==> src/rtl/efpc_pkg.sv <==
/*
  Constants for the fuse protection controller: register offsets, field
  positions, timing figures and derived cycle counts.
  Assumes a 100 MHz core clock.
*/
package efpc_pkg;
  localparam int unsigned CLK_MHZ            = 100;
  localparam logic [7:0]  REG_ALERT_MASK     = 8'h1b;
  localparam logic [7:0]  REG_VENDOR_STATUS  = 8'h80;
  localparam logic [7:0]  REG_PEAK_CAPTURE   = 8'hc4;
  localparam logic [7:0]  REG_OC_CONFIG      = 8'hc9;
  localparam logic [15:0] ALERT_MASK_RST     = 16'h0000;
  localparam logic [15:0] OC_CONFIG_RST      = 16'h0000;
  localparam logic [15:0] PEAK_RST           = 16'h0000;
  // Status bit positions
  localparam int unsigned ST_LINK_FAULT      = 2;
  localparam int unsigned ST_PG_N            = 3;
  localparam int unsigned ST_LATCHED         = 4;
  // Config field positions: levels [1:0],[3:2],[5:4]; delays [7:6],[9:8],[11:10]
  localparam int unsigned CF_LEVEL_LSB       = 0;
  localparam int unsigned CF_DELAY_LSB       = 6;
  localparam int unsigned CF_RETRY           = 12;
  // Strap codes
  localparam logic [3:0]  STRAP_MASTER_LAST  = 4'h2;
  localparam logic [3:0]  STRAP_XFER_OFF_M   = 4'h2;
  localparam logic [3:0]  STRAP_XFER_OFF_S   = 4'h9;
  localparam logic [3:0]  STRAP_SLAVE_LAST   = 4'he;
  localparam logic [3:0]  STRAP_GROUND       = 4'hf;
  localparam int unsigned LINK_FAIL_LIMIT    = 3;
  // Times
  localparam int unsigned FAULT_RELAY_NS     = 500;
  localparam int unsigned FAULT_RELAY_CYC    = FAULT_RELAY_NS * CLK_MHZ / 1000;
  localparam int unsigned OC_RELEASE_US      = 100;
  localparam int unsigned OC_RELEASE_CYC     = OC_RELEASE_US * CLK_MHZ;
  localparam int unsigned DEB_US_0           = 250;
  localparam int unsigned DEB_US_1           = 1000;
  localparam int unsigned DEB_US_2           = 10000;
  localparam int unsigned DEB_US_3           = 50000;
  // Start-up limit codes (amps x2 for 7.5)
  localparam logic [7:0]  SL_LO_0 = 8'h0f;
  localparam logic [7:0]  SL_LO_1 = 8'h1e;
  localparam logic [7:0]  SL_LO_2 = 8'h3c;
  localparam logic [7:0]  SL_HI_0 = 8'h0a;
  localparam logic [7:0]  SL_HI_1 = 8'h14;
  localparam logic [7:0]  SL_HI_2 = 8'h28;
  typedef enum logic [2:0] {
    EFPC_OFF   = 3'b000,
    EFPC_START = 3'b001,
    EFPC_ON    = 3'b010,
    EFPC_WAIT  = 3'b011,
    EFPC_LATCH = 3'b100
  } efpc_state_e;
endpackage

==> src/rtl/efpc_top.sv <==
/*
  Fault sequencing and protection logic of a hot-swap fuse: shared fault
  lines, strap decode, power-good, peak capture, start-up limit banding,
  soft-start checks and three-level over-current debounce.
  Assumes analogue comparators arrive as asynchronous levels and that the
  register port is a simple synchronous strobe interface on clk.
*/
`timescale 1ns/1ns
`default_nettype none
module efpc_top #(
  parameter int unsigned RETRY_CYC = 100000,
  parameter int unsigned CL_CYC    = 500000,
  parameter int unsigned SS_CYC    = 5000000,
  parameter int unsigned DEB_SCALE = 1
) (
  input  wire logic        clk,
  input  wire logic        rst,
  input  wire logic [3:0]  strap_code,
  input  wire logic        enable_pin,
  input  wire logic        host_disable,
  input  wire logic        shared_fault_in,
  output logic             shared_fault_oe_n,
  input  wire logic        slave_fault_in,
  output logic             slave_fault_oe_n,
  output logic             power_good_oe_n,
  output logic             gate_on,
  output logic             is_master,
  output logic [3:0]       address_offset,
  output logic             addressed,
  output logic             xfer_enable,
  output logic [7:0]       startup_limit,
  input  wire logic        vin_high,
  input  wire logic [1:0]  vout_band,
  input  wire logic        vout_near_vin,
  input  wire logic        vout_above_th,
  input  wire logic        vgs_ok,
  input  wire logic        current_limiting,
  input  wire logic        short_detect,
  input  wire logic        other_fault,
  input  wire logic        over_temp,
  input  wire logic        temp_in_slave_band,
  input  wire logic        temp_below_warn,
  input  wire logic        link_fail_evt,
  input  wire logic        link_continue,
  input  wire logic [2:0]  oc_above,
  input  wire logic [2:0]  oc_below_hyst,
  input  wire logic [15:0] current_monitor,
  input  wire logic        reg_wr,
  input  wire logic        reg_rd,
  input  wire logic [7:0]  reg_addr,
  input  wire logic [15:0] reg_wdata,
  output logic [15:0]      reg_rdata
);
  // Release window must stay at least one cycle long after scaling
  if (RETRY_CYC < 1 || CL_CYC < 1 || SS_CYC < 1 || DEB_SCALE < 1 ||
      DEB_SCALE > efpc_pkg::OC_RELEASE_CYC) begin : g_bad_param
    $error("efpc_top: timer parameters out of range");
  end

  // Three-stage synchronisers for eleven asynchronous levels; oc_above, oc_below_hyst, vin_high, vout_band and other_fault are not synchronised
  localparam int NS = 11;
  // Fault lines idle high, all other levels idle low, so reset makes no false edge
  localparam logic [NS-1:0] SYNC_IDLE = 11'h600;
  logic [NS-1:0] async_in, s1, s2, s3, sync_q;
  assign async_in = {shared_fault_in, slave_fault_in, enable_pin, vout_near_vin, vout_above_th,
                     vgs_ok, current_limiting, short_detect, over_temp, temp_below_warn,
                     temp_in_slave_band};
  genvar gi;
  generate
    for (gi = 0; gi < NS; gi++) begin : g_sync
      always_ff @(posedge clk) begin
        if (rst) begin
          s1[gi]     <= SYNC_IDLE[gi];
          s2[gi]     <= SYNC_IDLE[gi];
          s3[gi]     <= SYNC_IDLE[gi];
          sync_q[gi] <= SYNC_IDLE[gi];
        end else begin
          s1[gi] <= async_in[gi];
          s2[gi] <= s1[gi];
          s3[gi] <= s2[gi];
          if (s2[gi] == s3[gi])
            sync_q[gi] <= s3[gi];
        end
      end
    end
  endgenerate
  logic shared_low, slave_low, en_s, near_s, vout_s, vgs_s, cl_s, sc_s, ot_s, cool_s, band_s;
  assign {shared_low, slave_low} = ~sync_q[10:9];
  assign {en_s, near_s, vout_s, vgs_s, cl_s, sc_s, ot_s, cool_s, band_s} = sync_q[8:0];

  // strap decode, caught after reset release
  logic strap_done_reg;
  always_ff @(posedge clk) begin
    if (rst) begin
      strap_done_reg <= 1'b0;
      is_master      <= 1'b0;
      address_offset <= 4'h0;
      addressed      <= 1'b0;
      xfer_enable    <= 1'b0;
    end else if (!strap_done_reg) begin
      strap_done_reg <= 1'b1;
      is_master      <= strap_code <= efpc_pkg::STRAP_MASTER_LAST;
      address_offset <= (strap_code <= efpc_pkg::STRAP_SLAVE_LAST) ? strap_code : 4'h0;
      addressed      <= strap_code <= efpc_pkg::STRAP_SLAVE_LAST;
      xfer_enable    <= (strap_code < efpc_pkg::STRAP_XFER_OFF_M) ||
                        (strap_code > efpc_pkg::STRAP_MASTER_LAST &&
                         strap_code < efpc_pkg::STRAP_XFER_OFF_S) ||
                        (strap_code == efpc_pkg::STRAP_GROUND);
    end
  end

  // Registers
  logic [15:0] alert_mask_reg, oc_config_reg, peak_reg;
  logic        link_fault_reg, latched_flag;
  logic [1:0]  link_fail_cnt;
  logic        retry_mode;
  assign retry_mode = oc_config_reg[efpc_pkg::CF_RETRY];
  always_ff @(posedge clk) begin
    if (rst) begin
      alert_mask_reg <= efpc_pkg::ALERT_MASK_RST;
      oc_config_reg  <= efpc_pkg::OC_CONFIG_RST;
    end else if (reg_wr) begin
      if (reg_addr == efpc_pkg::REG_ALERT_MASK)
        alert_mask_reg <= reg_wdata;
      if (reg_addr == efpc_pkg::REG_OC_CONFIG)
        oc_config_reg <= reg_wdata;
    end
  end

  always_ff @(posedge clk) begin
    if (rst) begin
      link_fail_cnt  <= 2'd0;
      link_fault_reg <= 1'b0;
    end else if (link_fail_evt && is_master && !link_continue && !link_fault_reg) begin
      if (link_fail_cnt == 2'(efpc_pkg::LINK_FAIL_LIMIT - 1))
        link_fault_reg <= 1'b1;
      else
        link_fail_cnt <= link_fail_cnt + 2'd1;
    end
  end

  logic [2:0] oc_trip;
  logic       oc_armed;
  generate
    for (gi = 0; gi < 3; gi++) begin : g_oc
      logic [31:0] deb_cnt, rel_cnt, deb_lim;
      logic [1:0]  lvl, dsel;
      logic        ab, bh;
      assign lvl  = oc_config_reg[efpc_pkg::CF_LEVEL_LSB + 2*gi +: 2];
      assign dsel = oc_config_reg[efpc_pkg::CF_DELAY_LSB + 2*gi +: 2];
      assign ab   = oc_above[gi];
      assign bh   = oc_below_hyst[gi];
      always_comb begin
        case (dsel)
          2'd0:    deb_lim = efpc_pkg::DEB_US_0 * efpc_pkg::CLK_MHZ / DEB_SCALE;
          2'd1:    deb_lim = efpc_pkg::DEB_US_1 * efpc_pkg::CLK_MHZ / DEB_SCALE;
          2'd2:    deb_lim = efpc_pkg::DEB_US_2 * efpc_pkg::CLK_MHZ / DEB_SCALE;
          default: deb_lim = efpc_pkg::DEB_US_3 * efpc_pkg::CLK_MHZ / DEB_SCALE;
        endcase
      end
      always_ff @(posedge clk) begin
        if (rst || lvl == 2'b00 || !oc_armed) begin
          deb_cnt     <= 32'd0;
          rel_cnt     <= 32'd0;
          oc_trip[gi] <= 1'b0;
        end else if (deb_cnt != 32'd0 || ab) begin
          rel_cnt <= bh ? rel_cnt + 32'd1 : 32'd0;
          if (bh && rel_cnt >= efpc_pkg::OC_RELEASE_CYC / DEB_SCALE - 1)
            deb_cnt <= 32'd0;
          // Expired timer only trips while the level is still exceeded
          else if (deb_cnt >= deb_lim - 1) begin
            if (ab)
              oc_trip[gi] <= 1'b1;
          end else
            deb_cnt <= deb_cnt + 32'd1;
        end
      end
    end
  endgenerate

  // Main sequencer
  efpc_pkg::efpc_state_e state_reg;
  logic [31:0] seq_cnt, cl_cnt;
  logic        en_prev, own_fault, thermal_trip, relay_fault;
  logic [7:0]  relay_cnt;
  assign own_fault = sc_s || other_fault || (|oc_trip) ||
                     (ot_s && (is_master ? !band_s : band_s)) ||
                     (cl_s && cl_cnt >= CL_CYC - 1);
  // master relays slave fault after delay
  always_ff @(posedge clk) begin
    if (rst || !slave_low || !is_master) begin
      relay_cnt   <= 8'd0;
      relay_fault <= 1'b0;
    end else if (relay_cnt >= 8'(efpc_pkg::FAULT_RELAY_CYC - 1))
      relay_fault <= 1'b1;
    else
      relay_cnt <= relay_cnt + 8'd1;
  end
  always_ff @(posedge clk) begin
    if (rst || !cl_s || state_reg != efpc_pkg::EFPC_START)
      cl_cnt <= 32'd0;
    else
      cl_cnt <= cl_cnt + 32'd1;
  end
  logic fault_now;
  assign fault_now = (state_reg == efpc_pkg::EFPC_START || state_reg == efpc_pkg::EFPC_ON) &&
                     (own_fault || (is_master ? relay_fault : shared_low) ||
                      (state_reg == efpc_pkg::EFPC_START && seq_cnt >= SS_CYC - 1 &&
                       !(vout_s && vgs_s)));
  // remember a thermal shutdown until the next power-up attempt
  always_ff @(posedge clk) begin
    if (rst || state_reg == efpc_pkg::EFPC_OFF)
      thermal_trip <= 1'b0;
    else if (fault_now && ot_s)
      thermal_trip <= 1'b1;
  end
  always_ff @(posedge clk) begin
    if (rst) begin
      state_reg    <= efpc_pkg::EFPC_OFF;
      seq_cnt      <= 32'd0;
      en_prev      <= 1'b0;
      latched_flag <= 1'b0;
    end else begin
      en_prev <= en_s;
      case (state_reg)
        efpc_pkg::EFPC_OFF: begin
          seq_cnt <= 32'd0;
          if (en_s && !host_disable && !shared_low)
            state_reg <= efpc_pkg::EFPC_START;
        end
        efpc_pkg::EFPC_START, efpc_pkg::EFPC_ON: begin
          seq_cnt <= seq_cnt + 32'd1;
          if (fault_now) begin
            seq_cnt <= 32'd0;
            // retry or latch, slaves follow master
            if (retry_mode || !is_master)
              state_reg <= efpc_pkg::EFPC_WAIT;
            else begin
              state_reg    <= efpc_pkg::EFPC_LATCH;
              latched_flag <= 1'b1;
            end
          end else if (host_disable || !en_s)
            state_reg <= efpc_pkg::EFPC_OFF;
          else if (state_reg == efpc_pkg::EFPC_START && near_s && vgs_s)
            state_reg <= efpc_pkg::EFPC_ON;
        end
        efpc_pkg::EFPC_WAIT: begin
          if (seq_cnt < RETRY_CYC - 1)
            seq_cnt <= seq_cnt + 32'd1;
          // Master ignores the shared line here, it is the one holding it low
          else if ((!thermal_trip || cool_s) && (is_master || !shared_low) && !(|oc_trip))
            state_reg <= efpc_pkg::EFPC_OFF;
        end
        efpc_pkg::EFPC_LATCH: begin
          if (en_prev && !en_s) begin
            state_reg    <= efpc_pkg::EFPC_OFF;
            latched_flag <= 1'b0;
          end
        end
        default: state_reg <= efpc_pkg::EFPC_OFF;
      endcase
    end
  end
  assign oc_armed = state_reg == efpc_pkg::EFPC_ON;

  logic faulted;
  assign faulted = state_reg == efpc_pkg::EFPC_WAIT || state_reg == efpc_pkg::EFPC_LATCH;
  always_ff @(posedge clk) begin
    if (rst) begin
      shared_fault_oe_n <= 1'b1;
      slave_fault_oe_n  <= 1'b1;
    end else begin
      shared_fault_oe_n <= !(link_fault_reg || (is_master && (faulted || fault_now)));
      slave_fault_oe_n  <= !(link_fault_reg || (!is_master && (faulted || fault_now)));
    end
  end
  // gate off at once on short
  assign gate_on = (state_reg == efpc_pkg::EFPC_START || state_reg == efpc_pkg::EFPC_ON) &&
                   !sc_s;
  assign power_good_oe_n = state_reg == efpc_pkg::EFPC_ON;

  always_ff @(posedge clk) begin
    if (rst)
      startup_limit <= efpc_pkg::SL_LO_0;
    else case (vout_band)
      2'd0:    startup_limit <= vin_high ? efpc_pkg::SL_HI_0 : efpc_pkg::SL_LO_0;
      2'd1:    startup_limit <= vin_high ? efpc_pkg::SL_HI_1 : efpc_pkg::SL_LO_1;
      default: startup_limit <= vin_high ? efpc_pkg::SL_HI_2 : efpc_pkg::SL_LO_2;
    endcase
  end

  // peak capture, any non-zero over-current sample wins over read clear
  logic oc_entry, peak_read;
  assign oc_entry  = oc_armed && (|oc_above);
  assign peak_read = reg_rd && reg_addr == efpc_pkg::REG_PEAK_CAPTURE;
  always_ff @(posedge clk) begin
    if (rst)
      peak_reg <= efpc_pkg::PEAK_RST;
    else if (oc_entry && current_monitor > (peak_read ? 16'h0000 : peak_reg))
      peak_reg <= current_monitor;
    else if (peak_read)
      peak_reg <= efpc_pkg::PEAK_RST;
  end

  // Read data
  logic [7:0] status_w;
  always_comb begin
    status_w = 8'h00;
    status_w[efpc_pkg::ST_LINK_FAULT] = link_fault_reg && is_master;
    status_w[efpc_pkg::ST_PG_N]       = state_reg != efpc_pkg::EFPC_ON;
    status_w[efpc_pkg::ST_LATCHED]    = latched_flag;
  end
  always_ff @(posedge clk) begin
    if (rst)
      reg_rdata <= 16'h0000;
    else if (reg_rd) begin
      case (reg_addr)
        efpc_pkg::REG_ALERT_MASK:    reg_rdata <= alert_mask_reg;
        efpc_pkg::REG_VENDOR_STATUS: reg_rdata <= {8'h00, status_w};
        efpc_pkg::REG_PEAK_CAPTURE:  reg_rdata <= peak_reg;
        efpc_pkg::REG_OC_CONFIG:     reg_rdata <= oc_config_reg;
        default:                     reg_rdata <= 16'h0000;
      endcase
    end
  end

  a_relay_delay: assert property (@(posedge clk) disable iff (rst)
    is_master && slave_low [*8] |-> ##[0:60] relay_fault) else $error("relay late");
  a_pg_on_fault: assert property (@(posedge clk) disable iff (rst)
    faulted |-> !power_good_oe_n) else $error("pg high in fault");
  a_peak_clear: assert property (@(posedge clk) disable iff (rst)
    peak_read && !oc_entry |=> peak_reg == 16'h0000) else $error("peak not cleared");
  a_peak_mono: assert property (@(posedge clk) disable iff (rst)
    !peak_read |=> peak_reg >= $past(peak_reg)) else $error("peak fell");
  a_short_gate: assert property (@(posedge clk) disable iff (rst)
    sc_s |-> !gate_on) else $error("gate on in short");
  a_latch_hold: assert property (@(posedge clk) disable iff (rst)
    state_reg == efpc_pkg::EFPC_LATCH && en_s |=> state_reg == efpc_pkg::EFPC_LATCH)
    else $error("latch left");
  // master never pulls slave line on own fault
  a_master_line: assert property (@(posedge clk) disable iff (rst)
    is_master && !link_fault_reg |=> slave_fault_oe_n) else $error("master drove slave line");
  a_level_off: assert property (@(posedge clk) disable iff (rst)
    oc_config_reg[1:0] == 2'b00 |=> !oc_trip[0]) else $error("disabled level tripped");
  a_link_lines: assert property (@(posedge clk) disable iff (rst)
    link_fault_reg |=> !shared_fault_oe_n && !slave_fault_oe_n) else $error("link fault not driven");
  a_thermal_hold: assert property (@(posedge clk) disable iff (rst)
    state_reg == efpc_pkg::EFPC_WAIT && thermal_trip && !cool_s |=>
    state_reg == efpc_pkg::EFPC_WAIT) else $error("thermal retry too early");
endmodule
`default_nettype wire

==> config.mk <==
export PLATFORM = sky130hd
export DESIGN_NAME = efpc_top
export DESIGN_NICKNAME = d
export VERILOG_FILES = /design/src/rtl/efpc_pkg.sv /design/src/rtl/efpc_top.sv
export SDC_FILE = /design/constraint.sdc
export NUM_CORES = 1
export LEC_CHECK = 0
export BUFFER_PORTS_ARGS = -buffer_cell sky130_fd_sc_hd__buf_2
export CORE_UTILIZATION = 61
export CTS_CLUSTER_DIAMETER = 100
export CTS_CLUSTER_SIZE = 8
export DETAILED_ROUTE_END_ITERATION = 6
export GPL_TIMING_DRIVEN = 0
export PLACE_DENSITY = 0.84
export SYNTH_ARGS = -nofsm -noshare
export SYNTH_HDL_FRONTEND = slang
export SYNTH_SLANG_ARGS = --single-unit
==> constraint.sdc <==
create_clock -name clk -period 5.45 [get_ports clk]
set_clock_uncertainty 0.05 [all_clocks]
set_input_delay 1.09 -clock clk [delete_from_list [all_inputs] [get_ports clk]]
set_output_delay 1.09 -clock clk [all_outputs]
set_load 0.05 [all_outputs]
==> out/metrics.yaml <==
run_status:
  status: "finished, final reports clean"
clocking:
  cts.sinks: 401
  clk_pin_slew_ns: 0.05
  clockBufferDepth: 3
  root_buffer: "clkbuf_16"
  cts_tree: "done"
  clock_latency_ns: 0.61
  ctsResizeCount: 0
  cts_buffers: 56
  postCtsSetupBuffers: 0
  holdBufCountCts: 0
  htreeDepth: 2
grt:
  grt_pass1_vias: 16800
  antenna_found_initial: 4
  grt.overflow.total: 0
  grt_max_degree: 18
  grt_pass1_wl_mm: 80.1
  grtUsageTotal_pct: 29.6
timing:
  min_period_ns: 4.88
  slew_headroom_pct: 17.0
  worst_pin_slew_ns: 1.24
  grt_setup_unrepaired: "no"
  fin_ws_ns: 0.565
  finalSetupViolations: 0
  fmax_mhz: 205
  maxSlewViolCount: 0
  finalHoldViolCount: 0
  timing.setup.tns_ns: 0
  period_share_pct: 89.6
  holdWs_ns: 0.366
floorplanning:
  rows: 64
  dieArea_um2: 32500
  dieHeight_um: 180
  die_w_um: 180
  fp.coreArea_um2: 30900
  ios: 107
  start_util_pct: 62.8
route:
  wl_per_cell_um: 17.1
  routed-wl-met3_mm: 3.65
  highest_layer: "met5"
  vias: 17400
  drc: 0
  wl_mm: 48.7
  first_iter_violations: 1322
  viasPerCell: 6.09
  route.met2.wl_mm: 22.4
  met1_length_mm: 20.1
  detail-route-antenna-nets: 0
  drtPass1Iterations: 6
critical_path:
  startpoint_type: "input pin"
  worst-path-stages: 20
  r2r_cells: 13
  crit_family: "buffers and inverters"
  path_max_fanout: 10
  r2r_slack_ns: 1.25
  critPathMaxStageDelay_ns: 0.47
  critPathRequiredTime_ns: 5.87
  crit_slowest_cell: "clkbuf_1"
  critPathCaptureType: "flop"
  cp.buffers_inverters: 5
  path_cells: "buf_2, nor2_1, nand2_1, nor4_1, and3_1, clkbuf_1, nand2_1, clkbuf_1, buf_1, nand2_1, ha_1, a21o_1, a21oi_1, nor2b_1, o211ai_1, a31oi_1, o31ai_1, clkbuf_1, mux2i_1, nor2_1"
  setup.worst_path.class: "input pin to flop"
  arrival_ns: 5.30
logic_synthesis:
  synth_cell_types: 78
  synth_edf_count: 0
  yosys_warnings: 0
  synth.largest_area_cell: "dfxtp_1"
  ys_seq_area_share_pct: 41.4
  syn_inst: 2284
  syn_area_per_cell_um2: 8.50
  yosys-top-cells-area: "dfxtp_1, ha_1, nor2_1, nand2_1, xor2_1"
  syn_area_um2: 19400
  synth_top_area_share_pct: 41.4
  async_flop_share_pct: 0
  ys_ff_latch: 401
  synth_ff_type: "dfxtp_1"
placed_design:
  place.gp.congestion: 0.943
  dp_hpwl_mm: 34.5
  portBuffers: 103
  pre_cts_slack_ns: -0.0176
flow_run:
  drv_cap: 0
layout:
  drive_above_1_share_pct: 8.02
  largest_registers: "g_oc.deb_cnt x96, g_oc.rel_cnt x96"
  syn_to_final_growth_pct: 13.2
  finalNetCount: 2635
pwr:
  power.switching_mw: 1.47
  p_leak_nw: 8.23
  intPower_mw: 4.86
  irDropWorstVdd_uv: 297
  power_density_nw_per_um2: 288
  p_clk_share_pct: 48.3
  power_frac_comb_pct: 4.6
  switching_share_pct: 23.2
  power.share.sequential_pct: 47.0
min_path:
  hold_depth: 1
  holdCritPathClass: "flop to flop"
[through the flow]
step                power [mW]  std cells  area [µm²]  util, %
finish                    6.33       2854       22000     71.1
global route              6.52       2852       22000     71.0
CTS                       6.36       2852       22000     71.0
detailed placement        3.32       2791       20500     66.2
global placement          3.31       2789       20400     66.1
floorplan                 3.22       2290       19400        -
[kinds of logic (layout without fill, tap and decap cells)]
group | Yosys count | count (layout) | synth area share (%)
simple gates | 1046 | 1046 | 27.1
flops | 401 | 401 | 41.4
compound gates | 385 | 385 | 12.8
xor+xnor | 161 | 161 | 7.27
buf+inv | 154 | 320 | 3.02
fa+ha+maj | 110 | 110 | 7.09
mux | 25 | 25 | 1.29
other cells | 2 | 10 | 0.0387
[Yosys cell counts (6+ instances only)]
cell,number
nand2_1,230
a41o_1,20
nor4_1,54
inv_1,69
a31oi_1,9
a222oi_1,6
mux2i_1,25
nor3_1,25
buf_1,7
nor3b_1,19
clkbuf_1,76
a21o_1,12
nand2b_1,26
ha_1,110
o31ai_1,16
a22oi_1,17
nor2_1,300
dfxtp_1,401
a2111oi_0,6
a211oi_1,13
o21ai_0,76
o211ai_1,16
o21a_1,11
or2_2,9
xor2_1,89
nand4_1,58
and2_1,29
nor2b_1,54
a21oi_1,139
nand3_1,89
or3_1,42
xnor2_1,72
and3_1,48
or4_1,20
and4_1,16
[routing by layer]
metal	vias up	GRT usage, %
met5	-	0
met4	4	16.3
met3	180	5.90
met2	646	48.8
met1	8171	36.3
li1	8383	-
[final cells by class]
| class | count | area, µm² |
|---|---|---|
| Buffer | 85 | 327 |
| Sequential cell | 401 | 8030 |
| Timing Repair Buffer | 105 | 531 |
| Tap cell | 396 | 495 |
| Clock inverter | 4 | 88.8 |
| Fill cell | 2350 | 8950 |
| Antenna cell | 2 | 5.00 |
| Clock buffer | 57 | 1410 |
| Multi-Input combinational cell | 1735 | 10800 |
| Inverter | 69 | 259 |
[cells in the final DEF (no fill, tap or decap), types with 58 or more instances in the layout]
cell / instances
nand2_1: 230
a21oi_1: 139
ha_1: 110
buf_2: 103
nand3_1: 89
o21ai_0: 76
inv_1: 69
clkbuf_1: 77
dfxtp_1: 401
nor2_1: 300
xnor2_1: 72
xor2_1: 89
nand4_1: 58
[path summary, 6_finish.rpt]
path                                       start                               end
setup / recovery                     reg_addr[1]            peak_reg[0]$_SDFF_PP0_
hold reg to reg                 s1[9]$_SDFF_PP1_                  s2[9]$_SDFF_PP1_
hold / removal                  s1[9]$_SDFF_PP1_                  s2[9]$_SDFF_PP1_
setup reg to reg  oc_config_reg[11]$_SDFFE_PP0P_  g_oc[2].deb_cnt[10]$_SDFFE_PP0P_
[power by group through the flow]
stage                     combinational [mW]  clock [mW]  sequential (mW)
after global routing                   0.313        3.23             2.98
final                                  0.293        3.06             2.98
after CTS                              0.288        3.09             2.98
after global placement                 0.277           0             3.03
after floorplan                        0.158           0             3.06
after detailed placement               0.285           0             3.03
(Power assumes the default switching activity.)
